==> src/hw/counter_array_pkg.sv <==
/*
 Constants, register map, field positions and types shared by the counter
 array. Assumes a 32-bit APB master on a single 20 MHz clock.
*/
package counter_array_pkg;
    localparam int ADDR_W = 8;
    localparam int NUM_CH = 6;
    localparam int SYSCLK_HZ = 20000000;
    localparam int DIV_SLOW = 12;
    localparam int DIV_FAST = 4;

    // byte addresses, one aligned word each
    localparam logic [7:0] OFF_COUNT_LOW = 8'h00;
    localparam logic [7:0] OFF_COUNT_HIGH = 8'h04;
    localparam logic [7:0] OFF_ARRAY_MODE = 8'h08;
    localparam logic [7:0] OFF_CONTROL = 8'h0C;
    localparam logic [7:0] OFF_PWM_CTRL = 8'h10;
    localparam logic [3:0] CHAN_BASE_ROW = 4'h2;
    localparam logic [3:0] CHAN_MODE = 4'h0;
    localparam logic [3:0] CHAN_LOW = 4'h4;
    localparam logic [3:0] CHAN_HIGH = 4'h8;

    // array_mode_reg fields
    localparam int AM_IDLE_HALT = 7;
    localparam int AM_WATCHDOG = 6;
    localparam int AM_TB_LSB = 1;
    localparam int AM_OVF_IRQ_EN = 0;
    localparam logic [7:0] AM_RESET = 8'h40;

    // control register fields, channel flags in bits 5..0
    localparam int CT_OVF_FLAG = 7;
    localparam int CT_RUN = 6;

    // pwm_control_reg fields
    localparam int PW_RELOAD_SEL = 7;
    localparam int PW_CYC_FLAG = 6;
    localparam int PW_CYC_IRQ_EN = 5;

    localparam logic [15:0] MASK_8 = 16'h00FF;
    localparam logic [15:0] MASK_9 = 16'h01FF;
    localparam logic [15:0] MASK_10 = 16'h03FF;
    localparam logic [15:0] MASK_11 = 16'h07FF;
    localparam logic [15:0] MASK_16 = 16'hFFFF;
    localparam logic [15:0] COUNT_ONE = 16'h0001;

    typedef enum logic [2:0] {
        TB_DIV12 = 3'b000,
        TB_DIV4 = 3'b001,
        TB_TIMER0 = 3'b010,
        TB_EXT_EDGE = 3'b011,
        TB_SYSCLK = 3'b100,
        TB_EXT_OSC = 3'b101,
        TB_RTC_OSC = 3'b110,
        TB_RESERVED = 3'b111
    } timebase_e;

    typedef struct packed {
        logic pwm16;
        logic comparator_en;
        logic rise_capture_en;
        logic fall_capture_en;
        logic match_flag_en;
        logic toggle_en;
        logic pwm_en;
        logic channel_irq_en;
    } chan_mode_s;
endpackage

==> src/hw/counter_array.sv <==
/*
 Programmable counter array: 16-bit counter, timebase selector and six
 capture/compare channels, registers over APB. Assumes pins and the divided
 oscillator inputs are asynchronous; timer0_overflow is a pclk pulse.
*/
// Our own choices: the placing of the registers and register access over APB.
module counter_array (
    input wire logic pclk,
    input wire logic presetn,
    input wire logic psel,
    input wire logic penable,
    input wire logic pwrite,
    input wire logic [counter_array_pkg::ADDR_W-1:0] paddr,
    input wire logic [31:0] pwdata,
    output logic [31:0] prdata,
    output logic pready,
    output logic pslverr,
    input wire logic timer0_overflow,
    input wire logic ext_count_input,
    input wire logic ext_osc_div8,
    input wire logic rtc_osc_div8,
    input wire logic cpu_idle,
    input wire logic [counter_array_pkg::NUM_CH-1:0] channel_pin_in,
    output logic [counter_array_pkg::NUM_CH-1:0] channel_pin_out,
    output logic [counter_array_pkg::NUM_CH-1:0] channel_pin_oe,
    output logic irq
);
    localparam int N = counter_array_pkg::NUM_CH;
    localparam int WD_CH = 5;

    function automatic logic [15:0] cycle_mask(input logic pwm16, input logic [1:0] cls);
        logic [15:0] m;
        m = counter_array_pkg::MASK_11;
        if (pwm16)
            m = counter_array_pkg::MASK_16;
        else if (cls == 2'b00)
            m = counter_array_pkg::MASK_8;
        else if (cls == 2'b01)
            m = counter_array_pkg::MASK_9;
        else if (cls == 2'b10)
            m = counter_array_pkg::MASK_10;
        return m;
    endfunction

    logic [15:0] counter;
    logic [7:0] snapshot;

    logic [7:0] array_mode;
    logic run;
    logic ovf_flag;
    logic [N-1:0] chan_flag;
    logic [7:0] pwm_ctrl;
    logic [3:0] div_slow;
    logic [1:0] div_fast;

    logic [1:0] ext_sync;
    logic [1:0] xosc_sync;
    logic [1:0] rtc_sync;
    logic ext_prev;
    logic xosc_prev;
    logic rtc_prev;

    logic [1:0] pin_sync [N];
    logic [N-1:0] pin_prev;

    logic [15:0] ccr [N];
    logic [15:0] arr [N];
    counter_array_pkg::chan_mode_s mode [N];
    logic [N-1:0] chan_event;

    // bus decode
    wire access = psel && penable;
    wire [3:0] row = paddr[7:4];
    wire [3:0] col = paddr[3:0];
    wire chan_row = (row >= counter_array_pkg::CHAN_BASE_ROW)
        && (row < counter_array_pkg::CHAN_BASE_ROW + 4'(N));
    wire [2:0] chan_idx = 3'(row - counter_array_pkg::CHAN_BASE_ROW);

    wire chan_hit = chan_row && (col == counter_array_pkg::CHAN_MODE
        || col == counter_array_pkg::CHAN_LOW || col == counter_array_pkg::CHAN_HIGH);
    wire hit_low = paddr == counter_array_pkg::OFF_COUNT_LOW;
    wire hit_high = paddr == counter_array_pkg::OFF_COUNT_HIGH;
    wire hit_mode = paddr == counter_array_pkg::OFF_ARRAY_MODE;
    wire hit_ctrl = paddr == counter_array_pkg::OFF_CONTROL;
    wire hit_pwm = paddr == counter_array_pkg::OFF_PWM_CTRL;
    wire addr_ok = hit_low || hit_high || hit_mode || hit_ctrl || hit_pwm || chan_hit;

    wire wr_en = access && pwrite && addr_ok;
    wire rd_en = access && !pwrite && addr_ok;
    wire [7:0] wbyte = pwdata[7:0];

    // zero wait states: every register answers in its access phase
    assign pready = 1'b1;
    assign pslverr = access && !addr_ok;

    // configuration fields
    wire idle_halt_ctrl = array_mode[counter_array_pkg::AM_IDLE_HALT];
    wire watchdog_on = array_mode[counter_array_pkg::AM_WATCHDOG];
    wire [2:0] timebase_select = array_mode[counter_array_pkg::AM_TB_LSB +: 3];
    wire counter_overflow_irq_en = array_mode[counter_array_pkg::AM_OVF_IRQ_EN];

    wire reload_access_sel = pwm_ctrl[counter_array_pkg::PW_RELOAD_SEL];
    wire cycle_overflow_flag = pwm_ctrl[counter_array_pkg::PW_CYC_FLAG];
    wire cycle_overflow_irq_en = pwm_ctrl[counter_array_pkg::PW_CYC_IRQ_EN];
    wire [1:0] cycle_length_sel = pwm_ctrl[1:0];

    // synchronised edges; only the second stage feeds logic
    wire ext_fall = ext_prev && !ext_sync[1];
    wire xosc_rise = !xosc_prev && xosc_sync[1];
    wire rtc_rise = !rtc_prev && rtc_sync[1];

    // timebase selection
    logic src_tick;
    always_comb
    begin
        case (counter_array_pkg::timebase_e'(timebase_select))
            counter_array_pkg::TB_DIV12: src_tick = div_slow == 4'(counter_array_pkg::DIV_SLOW - 1);
            counter_array_pkg::TB_DIV4: src_tick = div_fast == 2'(counter_array_pkg::DIV_FAST - 1);
            counter_array_pkg::TB_TIMER0: src_tick = timer0_overflow;
            counter_array_pkg::TB_EXT_EDGE: src_tick = ext_fall;
            counter_array_pkg::TB_SYSCLK: src_tick = 1'b1;
            counter_array_pkg::TB_EXT_OSC: src_tick = xosc_rise;
            counter_array_pkg::TB_RTC_OSC: src_tick = rtc_rise;
            default: src_tick = 1'b0;
        endcase
    end

    // idle only stops the array when idle_halt_ctrl is set
    wire tick = src_tick && run && !(idle_halt_ctrl && cpu_idle);
    wire [15:0] next_count = counter + counter_array_pkg::COUNT_ONE;

    wire counter_wrap = tick && counter == counter_array_pkg::MASK_16;
    wire [15:0] shared_mask = cycle_mask(1'b0, cycle_length_sel);
    wire cycle_wrap = tick && (counter & shared_mask) == shared_mask;

    // watchdog mode freezes the mode register, except its watchdog bit, and channel five
    wire wd_lock = watchdog_on;
    // locked writes drop silently, no bus error is raised

    always_ff @(posedge pclk or negedge presetn)
    begin
        if (!presetn)
        begin
            div_slow <= 4'h0;
            div_fast <= 2'h0;
            ext_sync <= 2'h3;
            xosc_sync <= 2'h0;
            rtc_sync <= 2'h0;
            ext_prev <= 1'b1;
            xosc_prev <= 1'b0;
            rtc_prev <= 1'b0;
        end
        else
        begin
            div_slow <= (div_slow == 4'(counter_array_pkg::DIV_SLOW - 1)) ? 4'h0 : div_slow + 4'h1;
            div_fast <= div_fast + 2'h1;
            ext_sync <= {ext_sync[0], ext_count_input};
            xosc_sync <= {xosc_sync[0], ext_osc_div8};
            rtc_sync <= {rtc_sync[0], rtc_osc_div8};

            ext_prev <= ext_sync[1];
            xosc_prev <= xosc_sync[1];
            rtc_prev <= rtc_sync[1];
        end
    end

    // counter and snapshot; software writes win over a tick
    always_ff @(posedge pclk or negedge presetn)
    begin
        if (!presetn)
        begin
            counter <= 16'h0000;
            snapshot <= 8'h00;
        end
        else
        begin
            if (wr_en && hit_low)
                counter[7:0] <= wbyte;
            else if (tick)
                counter[7:0] <= next_count[7:0];
            if (wr_en && hit_high)
                counter[15:8] <= wbyte;
            else if (tick)
                counter[15:8] <= next_count[15:8];
            // a high read alone never refreshes the copy
            if (rd_en && hit_low)
                snapshot <= counter[15:8];
        end
    end

    // mode, control and pwm control registers
    always_ff @(posedge pclk or negedge presetn)
    begin
        if (!presetn)
        begin
            array_mode <= counter_array_pkg::AM_RESET;
            run <= 1'b0;
            ovf_flag <= 1'b0;
            chan_flag <= '0;
            pwm_ctrl <= 8'h00;
        end
        else
        begin
            if (wr_en && hit_mode)
            begin
                if (wd_lock)
                    array_mode[counter_array_pkg::AM_WATCHDOG] <= wbyte[counter_array_pkg::AM_WATCHDOG];
                else
                    array_mode <= wbyte;
            end

            if (wr_en && hit_ctrl)
                run <= wbyte[counter_array_pkg::CT_RUN];
            // write one to clear; a same-cycle event wins
            ovf_flag <= counter_wrap
                || (ovf_flag && !(wr_en && hit_ctrl && wbyte[counter_array_pkg::CT_OVF_FLAG]));
            chan_flag <= chan_event
                | (chan_flag & ~((wr_en && hit_ctrl) ? wbyte[N-1:0] : '0));

            if (wr_en && hit_pwm)
            begin
                pwm_ctrl[7] <= wbyte[7];
                pwm_ctrl[5:0] <= wbyte[5:0];
            end
            pwm_ctrl[counter_array_pkg::PW_CYC_FLAG] <= cycle_wrap
                || (cycle_overflow_flag
                && !(wr_en && hit_pwm && wbyte[counter_array_pkg::PW_CYC_FLAG]));
        end
    end

    genvar ch;
    generate
        for (ch = 0; ch < N; ch++)
        begin : g_chan
            counter_array_pkg::chan_mode_s m;
            assign m = mode[ch];
            wire sel = wr_en && chan_hit && chan_idx == 3'(ch) && !(wd_lock && ch == WD_CH);
            wire wr_mode = sel && col == counter_array_pkg::CHAN_MODE;
            wire wr_lo = sel && col == counter_array_pkg::CHAN_LOW;
            wire wr_hi = sel && col == counter_array_pkg::CHAN_HIGH;

            // second stage feeds the edge detector, never the first
            wire pin_rise = !pin_prev[ch] && pin_sync[ch][1];
            wire pin_fall = pin_prev[ch] && !pin_sync[ch][1];

            wire compare_off = !m.rise_capture_en && !m.fall_capture_en;
            wire capture_mode = !compare_off && !m.match_flag_en && !m.toggle_en && !m.pwm_en;
            wire timer_mode = compare_off && m.match_flag_en && !m.toggle_en && !m.pwm_en;
            wire toggle_mode = compare_off && m.match_flag_en && m.toggle_en && !m.pwm_en;
            wire freq_mode = compare_off && m.toggle_en && m.pwm_en;
            wire pwm_mode = compare_off && !m.toggle_en && m.pwm_en;
            wire pwm_small = pwm_mode && !m.pwm16 && cycle_length_sel == 2'b00;
            wire [15:0] pmask = cycle_mask(m.pwm16, cycle_length_sel);

            // matches fire as the counter steps onto the compare value
            wire match16 = tick && next_count == ccr[ch];
            wire match_lo = tick && next_count[7:0] == ccr[ch][7:0];
            wire pwm_match = tick && (next_count & pmask) == (ccr[ch] & pmask);
            wire pwm_wrap = tick && (counter & pmask) == pmask;
            wire capture = capture_mode
                && ((pin_rise && m.rise_capture_en) || (pin_fall && m.fall_capture_en));
            wire compare_hit = pwm_mode ? pwm_match : match16;

            assign chan_event[ch] = capture
                || (m.comparator_en && m.match_flag_en && compare_off && compare_hit);
            assign channel_pin_oe[ch] = toggle_mode || freq_mode || pwm_mode;

            always_ff @(posedge pclk or negedge presetn)
            begin
                if (!presetn)
                begin
                    pin_sync[ch] <= 2'h0;
                    pin_prev[ch] <= 1'b0;
                    mode[ch] <= '0;
                    ccr[ch] <= 16'h0000;
                    arr[ch] <= 16'h0000;
                    channel_pin_out[ch] <= 1'b0;
                end
                else
                begin
                    pin_sync[ch] <= {pin_sync[ch][0], channel_pin_in[ch]};
                    pin_prev[ch] <= pin_sync[ch][1];
                    // a capture beats any reload in the same cycle
                    if (capture)
                        ccr[ch] <= counter;
                    else if (freq_mode && m.comparator_en && match_lo)
                        ccr[ch][7:0] <= ccr[ch][7:0] + ccr[ch][15:8];
                    else if (pwm_small && pwm_wrap)
                        ccr[ch][7:0] <= ccr[ch][15:8];
                    else if (pwm_mode && !m.pwm16 && pwm_wrap)
                        ccr[ch] <= arr[ch];

                    // comparator off: toggles hold, pwm forced low
                    if (!m.comparator_en)
                        channel_pin_out[ch] <= pwm_mode ? 1'b0 : channel_pin_out[ch];
                    else if (toggle_mode && match16)
                        channel_pin_out[ch] <= !channel_pin_out[ch];
                    else if (freq_mode && match_lo)
                        channel_pin_out[ch] <= !channel_pin_out[ch];
                    else if (pwm_mode && pwm_match)
                        channel_pin_out[ch] <= 1'b1;
                    else if (pwm_mode && pwm_wrap)
                        channel_pin_out[ch] <= 1'b0;

                    if (wr_mode)
                        mode[ch] <= counter_array_pkg::chan_mode_s'(wbyte);
                    if (wr_lo)
                    begin
                        mode[ch].comparator_en <= 1'b0;
                        if (reload_access_sel)
                            arr[ch][7:0] <= wbyte;
                        else
                            ccr[ch][7:0] <= wbyte;
                    end
                    if (wr_hi)
                    begin
                        mode[ch].comparator_en <= 1'b1;
                        if (reload_access_sel)
                            arr[ch][15:8] <= wbyte;
                        else
                            ccr[ch][15:8] <= wbyte;
                    end
                end
            end
        end
    endgenerate

    // read path
    logic [7:0] chan_byte;
    logic [7:0] rbyte;
    logic [N-1:0] irq_en_vec;

    always_comb
    begin
        chan_byte = 8'h00;
        for (int i = 0; i < N; i++)
        begin
            irq_en_vec[i] = mode[i].channel_irq_en;
            if (chan_idx == 3'(i))
            begin
                if (col == counter_array_pkg::CHAN_MODE)
                    chan_byte = mode[i];
                else if (col == counter_array_pkg::CHAN_LOW)
                    chan_byte = reload_access_sel ? arr[i][7:0] : ccr[i][7:0];
                else
                    chan_byte = reload_access_sel ? arr[i][15:8] : ccr[i][15:8];
            end
        end
    end

    always_comb
    begin
        rbyte = 8'h00;
        if (hit_low)
            rbyte = counter[7:0];
        else if (hit_high)
            rbyte = snapshot;
        else if (hit_mode)
            rbyte = array_mode;
        else if (hit_ctrl)
            rbyte = {ovf_flag, run, chan_flag};
        else if (hit_pwm)
            rbyte = pwm_ctrl;
        else if (chan_hit)
            rbyte = chan_byte;
    end

    assign prdata = {24'h000000, rbyte};

    // enables gate only the request, never the flags
    assign irq = (ovf_flag && counter_overflow_irq_en)
        || (cycle_overflow_flag && cycle_overflow_irq_en)
        || |(chan_flag & irq_en_vec);
endmodule

==> config.mk <==
export PLATFORM = sky130hd
export DESIGN_NAME = counter_array
export DESIGN_NICKNAME = d
export VERILOG_FILES = /design/src/hw/counter_array_pkg.sv /design/src/hw/counter_array.sv
export SDC_FILE = /design/constraint.sdc
export NUM_CORES = 1
export LEC_CHECK = 0
export BUFFER_PORTS_ARGS = -buffer_cell sky130_fd_sc_hd__buf_4
export CORE_ASPECT_RATIO = 1.75
export CORE_MARGIN = 1.5
export CORE_UTILIZATION = 30
export DETAILED_ROUTE_END_ITERATION = 16
export PLACE_DENSITY_LB_ADDON = 0.15
export SLEW_MARGIN = 10
export SYNTH_ARGS = -nofsm -noshare
export SYNTH_HDL_FRONTEND = slang
export SYNTH_SLANG_ARGS = --single-unit
==> constraint.sdc <==
create_clock -name pclk -period 3.9 [get_ports pclk]
set_input_delay 0.195 -clock pclk [delete_from_list [all_inputs] [get_ports pclk]]
set_output_delay 0.195 -clock pclk [all_outputs]
set_load 0.05 [all_outputs]
# --- After elaboration in Yosys (flattened, before gate mapping) ---
# Index checks and enable logic that the tools add are counted.
op_classes:
  bitwise_logic: 24
  order_cmp: 2
  addsub: 10
  eq_ne: 53
  muxes: 172
  reduce_logical: 395
op_table:
  columns: ["cell", "n"]
  rows:
  - ["8-bit 2-to-1 mux", 88]
  - ["16-bit AND", 19]
  - ["16-bit == test", 19]
  - ["16-bit 2-to-1 mux", 18]
  - ["1-bit logical AND", 252]
  - ["1-bit zero test", 69]
  - ["1-bit 2-to-1 mux", 54]
  - ["8-bit adder", 6]
  - ["8-bit == test", 6]
  - ["7-bit 2-to-1 mux", 6]
  - ["2-bit AND reduction", 19]
  - ["1-bit logical OR", 35]
  - ["11-bit 2-to-1 mux", 3]
  - ["5-bit by 1-bit inequality test with 1-bit output (second input constant)", 6]
  - ["3-bit nonzero test", 6]
  - ["16-bit by 1-bit adder with 16-bit output (second input constant)", 1]
  - ["16-bit == test (second input constant)", 1]
  - ["8-bit by 4-bit == test with 1-bit output (second input constant)", 2]
  - ["2-bit nonzero test", 8]
  - ["3-bit == test (second input constant)", 5]
  - ["6-bit AND", 2]
  - ["3-bit by 2-bit == test with 1-bit output (second input constant)", 4]
  - ["4-bit == test (second input constant)", 2]
  - ["8-bit by 3-bit == test with 1-bit output (second input constant)", 1]
  - ["21 further kinds", 24]
totals:
  in_bits: 56
  regBits: 327
  word_cells: 758

# --- Depth between registers and ports, before layout ---
depth:
  ltp_word: 15
  depth_mapped: 12
  ltp_nobuf: 11

# --- Least setup slack after synthesis ---
# Ideal clock, no wire load.
synth_timing:
  path_type: "register -> output"
  startpoint: "register pwm_ctrl[7]"
  endpoint: "output prdata[6]"
  required_ps: 3705
  setup_slack_ps: 478
  path_stages_with_launch: 11
  n_path_buf: 4
  arrival_ps: 3227
  cell_sequence: "dfrtp_1 > clkbuf_1 > buf_2 > buf_1 > buf_2 > a211oi_1 > a311oi_1 > a21oi_1 > o221ai_1 > o21ai_0 > a211oi_1"
synth_via:
  elab_chain_cells: 15
  elab_cells_between_ends: 36
  classes_between: "mux: 36"
synth_lines:
  columns: ["element", "line_no", "source"]
  rows:
  - ["start: declaration", "counter_array.sv:52", "logic [7:0] pwm_ctrl;"]
  - ["start signal: assignment", "counter_array.sv:222", "pwm_ctrl[7] <= wbyte[7];"]
  - ["start signal: indexed assignment", "counter_array.sv:225", "pwm_ctrl[counter_array_pkg::PW_CYC_FLAG] <= cycle_wrap"]
  - ["8-bit 2-to-1 mux, on equally long branches", "counter_array.sv:346, counter_array.sv:344", null]
  - ["8-bit 2-to-1 mux", "counter_array.sv:343", "else if (col == counter_array_pkg::CHAN_LOW)"]
  - ["8-bit 2-to-1 mux", "counter_array.sv:341", "if (col == counter_array_pkg::CHAN_MODE)"]
  - ["8-bit 2-to-1 mux (5 in a row)", "counter_array.sv:339", "if (chan_idx == 3'(i))"]
  - ["8-bit 2-to-1 mux (*)", "counter_array.sv:339", null]
  - ["8-bit 2-to-1 mux (*)", "counter_array.sv:364", "else if (chan_hit)"]
  - ["8-bit 2-to-1 mux (*)", "counter_array.sv:362", "else if (hit_pwm)"]
  - ["8-bit 2-to-1 mux (*)", "counter_array.sv:360", "else if (hit_ctrl)"]
  - ["8-bit 2-to-1 mux (*)", "counter_array.sv:358", "else if (hit_mode)"]
  - ["8-bit 2-to-1 mux (*)", "counter_array.sv:356", "else if (hit_high)"]
  - ["8-bit 2-to-1 mux (*)", "counter_array.sv:354", "if (hit_low)"]
  - ["end: declaration", "counter_array.sv:15", "output logic [31:0] prdata,"]
# Mark *: on every way between the ends. The rest lies on a longest branch, timed or not.

# --- Worst setup path after layout ---
# Same ends and word-level chain as after synthesis.

==> metrics <==
prevailing post-synth register cell dfrtp_1; endpoint class of the critical path output port; number of antenna violations at the first check in global routing 3; post-layout worst setup margin -0.00957 ns; RSZ-0062 raised after global routing no; final layout net count ~2,700; maximum clock frequency 256 MHz; flop2flop setup slack approximately 0.16 ns; pin count of the biggest net entering global routing between 80 and 90; io pins approximately 100; share of total power in combinational logic 0.079; half-perimeter wire length of the detailed placement result 81,900 µm; total gr overflow 0; Setup Skew between 0.03 and 0.04 ns; slew at the pin closest to its max-slew limit roughly 1 ns; worst min-delay path class in -> reg; initial standard-cell utilization of the core 0.302; root buffer selected by CTS clkbuf_16; Filler Cells Inserted just under 8,000; via/cell ratio ~5.8; clock sinks 327; clock buffer depth 3; overall die width 216 µm; switching fraction of total power 0.264; number of global-route vias before repair ~21,000; net switching component of the power ~2.2 mW; max-slew violation count 0; global-route wire length before repair 159,000 µm; part of the Yosys area used for sequential elements 0.345; Worst slew margin 0.333; number of standard-cell rows in the floorplan 136; post-synthesis average cell area 9.55 µm²; data required time at the worst endpoint 3.70 ns; clock power share 0.501; Vias between 20,000 and 25,000; DRC violation count after routing 0; netlist area before placement about 24,000 µm²; synth unique cells 98; synthesis-stage register bit count ~330; largest fanout on the critical path 16; leakage power of the design around 12 nW; overall power of the completed layout 8.28 mW; die height ~380 µm; Yosys warnings 0; clock tree from TritonCTS yes; final setup TNS -0.00957 ns; CP arrival 3.71 ns; Detail Route Antenna Nets 0; min Tclk post-route between 3 and 4 ns; Largest delay share family, worst path compound AO/OA/AOI/OAI gates; Port-buffer cells 53; GPL Wtd Cong roughly 0.96; Buffers & Inverters on Critical Path 1; number of enable-type register cells in the synthesized netlist 0; Reg power frac 0.420; clock transition at the registers of the reported paths 0.07 ns; # setup viols final 1; number of hold-slack violations in the final timing report 0; worst-path cell chain mux4_2 -> a32oi_1 -> a21oi_1 -> o21ai_0 -> a211oi_1 -> buf_4; element type at the critical path start flip-flop; First DRT Iteration DRCs between 1,500 and 2,000; outcome finished with violations; Synth area leaders dfrtp_1 (34%), mux2_2 (9.0%), mux2i_1 (4.6%); wire length after detailed routing 113,000 µm; critical path's slowest cell a21oi_1; worst supply voltage drop on vdd roughly 0.3 mV; routed length per placed instance between 30 and 40 µm; number of buffers inserted during clock tree synthesis 39; minimum setup slack after placement about 0.31 ns; part of the cycle the worst path needs 1.00; Max-Cap Viols 0; area of the die ~80,000 µm²; internal power slightly above 6 mW; latest clock arrival within the worst-skew pair a little over 0.6 ns; largest area contributor in the synthesized netlist dfrtp_1; violated checks setup timing; overall global routing resource usage 0.277; area grow syn2layout 15.7%; gate count of the mapped netlist between 2,000 and 2,500; CTS H-Tree Depth 2; placeable core area slightly below 80,000 µm²; layout cells sized above 1 0.220; number of iterations in the first detailed-routing pass 6; Synth top area share 0.341; async set-or-reset flop fraction in the synthesized netlist 1.00; Crit Path Class reg -> out; Worst path max stage delay about 0.7 ns; total power density per cell area 302 nW/µm²
[power groups by stage]
stage / clock network, mW / registers, mW / logic (mW)
final: 4.15 / 3.48 / 0.657
after global routing: 4.32 / 3.48 / 0.691
after CTS: 4.22 / 3.48 / 0.651
after detailed placement: 0 / 3.54 / 0.640
after global placement: 0 / 3.54 / 0.637
after floorplan: 0 / 3.51 / 0.366
[logic make-up after synthesis]
| kind of cell | synth area share |
|---|---|
| compound gates | 0.156 |
| xor+xnor | 0.0856 |
| fa+ha+maj | 0.0288 |
| buf+inv | 0.0463 |
| flops | 0.345 |
| mux | 0.168 |
| other cells | 0.000316 |
| simple gates | 0.170 |
[routing by layer]
| layer | GRT usage | share of wire | vias to the layer above |
|---|---|---|---|
| met2 | 0.475 | 0.49 | 933 |
| met4 | 0.234 | 0.10 | 6 |
| met5 | 0 | 0.00031 | - |
| li1 | - | - | 9219 |
| met1 | 0.298 | 0.35 | 10600 |
| met3 | 0.0406 | 0.057 | 360 |
[through the flow]
stage           util  cell area (µm²)  hold slack [ns]  std cells
6_report       0.350            27400           0.0688       3635
5_1_grt        0.350            27400           0.0723       3632
4_1_cts        0.350            27400           0.0590       3632
3_5_place_dp   0.330            25900            0.287       3551
3_3_place_gp   0.330            25900            0.281       3551
2_1_floorplan      -            23800           -0.101       2508
[layout make-up]
cell class,count,area (µm²),area share
multi-input combinational,1932,14600,0.532
antenna,3,7.51,0.000274
tap,1035,1290,0.0472
clock buffer,52,1120,0.0407
timing repair buffer,221,1780,0.0648
inverter,47,176,0.00643
sequential,327,8190,0.298
clock inverter,18,283,0.0103
[what timing repair did]
item / CTS / global route
endpoints found under the hold margin: 88 / 0
hold buffers: 10 / 0
setup buffers: 1 / 0
setup endpoints to repair: 1 / 0
resized for setup: 0 / 0
[synthesized netlist by cell type, types with 8 or more instances]
cell type  count
dfrtp_1      323
nand2_1      262
nor2_1       194
mux2_2       190
a21oi_1      133
clkbuf_1     125
o21ai_0      119
mux2i_1      108
xnor2_1       68
nor3_1        67
nand3_1       59
inv_1         47
xnor3_1       46
a211oi_1      45
ha_1          45
a21o_1        44
xor2_1        38
a31oi_1       37
mux4_2        34
o211ai_1      33
buf_2         31
nand4_1       30
nand2b_1      28
buf_4         27
and3_1        25
o31ai_1       18
or3_1         18
nor4_1        16
buf_1         15
o21ai_1       14
and2_1        13
nor2b_1       12
nand3b_1      11
a211o_1       10
o22ai_1       10
a22oi_1        9
o221ai_1       9
a221oi_1       8
[worst reg2reg max path: stages (launching register included)]
cell and delay (ns):
dfrtp_1 0.67, nand3_2 0.44, buf_4 0.31, a211oi_2 0.49
and4_1 0.66, nand2_1 0.46, mux2i_1 0.28, a21oi_1 0.09
a21o_1 0.20
[path summary, 6_finish.rpt]
kind | startpoint | end | cells past startpoint
max reg2reg | counter[2] | ccr[11] | 8
max in group asynchronous | presetn | g_chan[4].m[0] | 3
min reg2reg | xosc_sync[0] | xosc_sync[1] | 0
max | pwm_ctrl[7] | prdata[6] | 6
min | pwrite | snapshot[3] | 3
min in group asynchronous | presetn | arr[3] | 2
[layout by cell type, fill, tap and decap left out, drive strengths merged, types with 13 or more instances in the layout]
| cell type | instances |
|---|---|
| xnor3 | 46 |
| dfrtp | 323 |
| a31oi | 37 |
| ha | 45 |
| o211ai | 33 |
| nor2 | 203 |
| nand4 | 32 |
| o21ai | 134 |
| xnor2 | 70 |
| mux2i | 108 |
| nor4 | 25 |
| o31ai | 18 |
| nor3 | 77 |
| buf | 211 |
| nand3 | 60 |
| mux2 | 190 |
| or3 | 18 |
| mux4 | 34 |
| inv | 47 |
| and2 | 13 |
| conb | 25 |
| a211oi | 47 |
| a21oi | 133 |
| clkbuf | 52 |
| nand2 | 263 |
| and3 | 25 |
| nand2b | 28 |
| xor2 | 38 |
| a21o | 44 |
No activity file was read; power rests on OpenSTA's default activity.
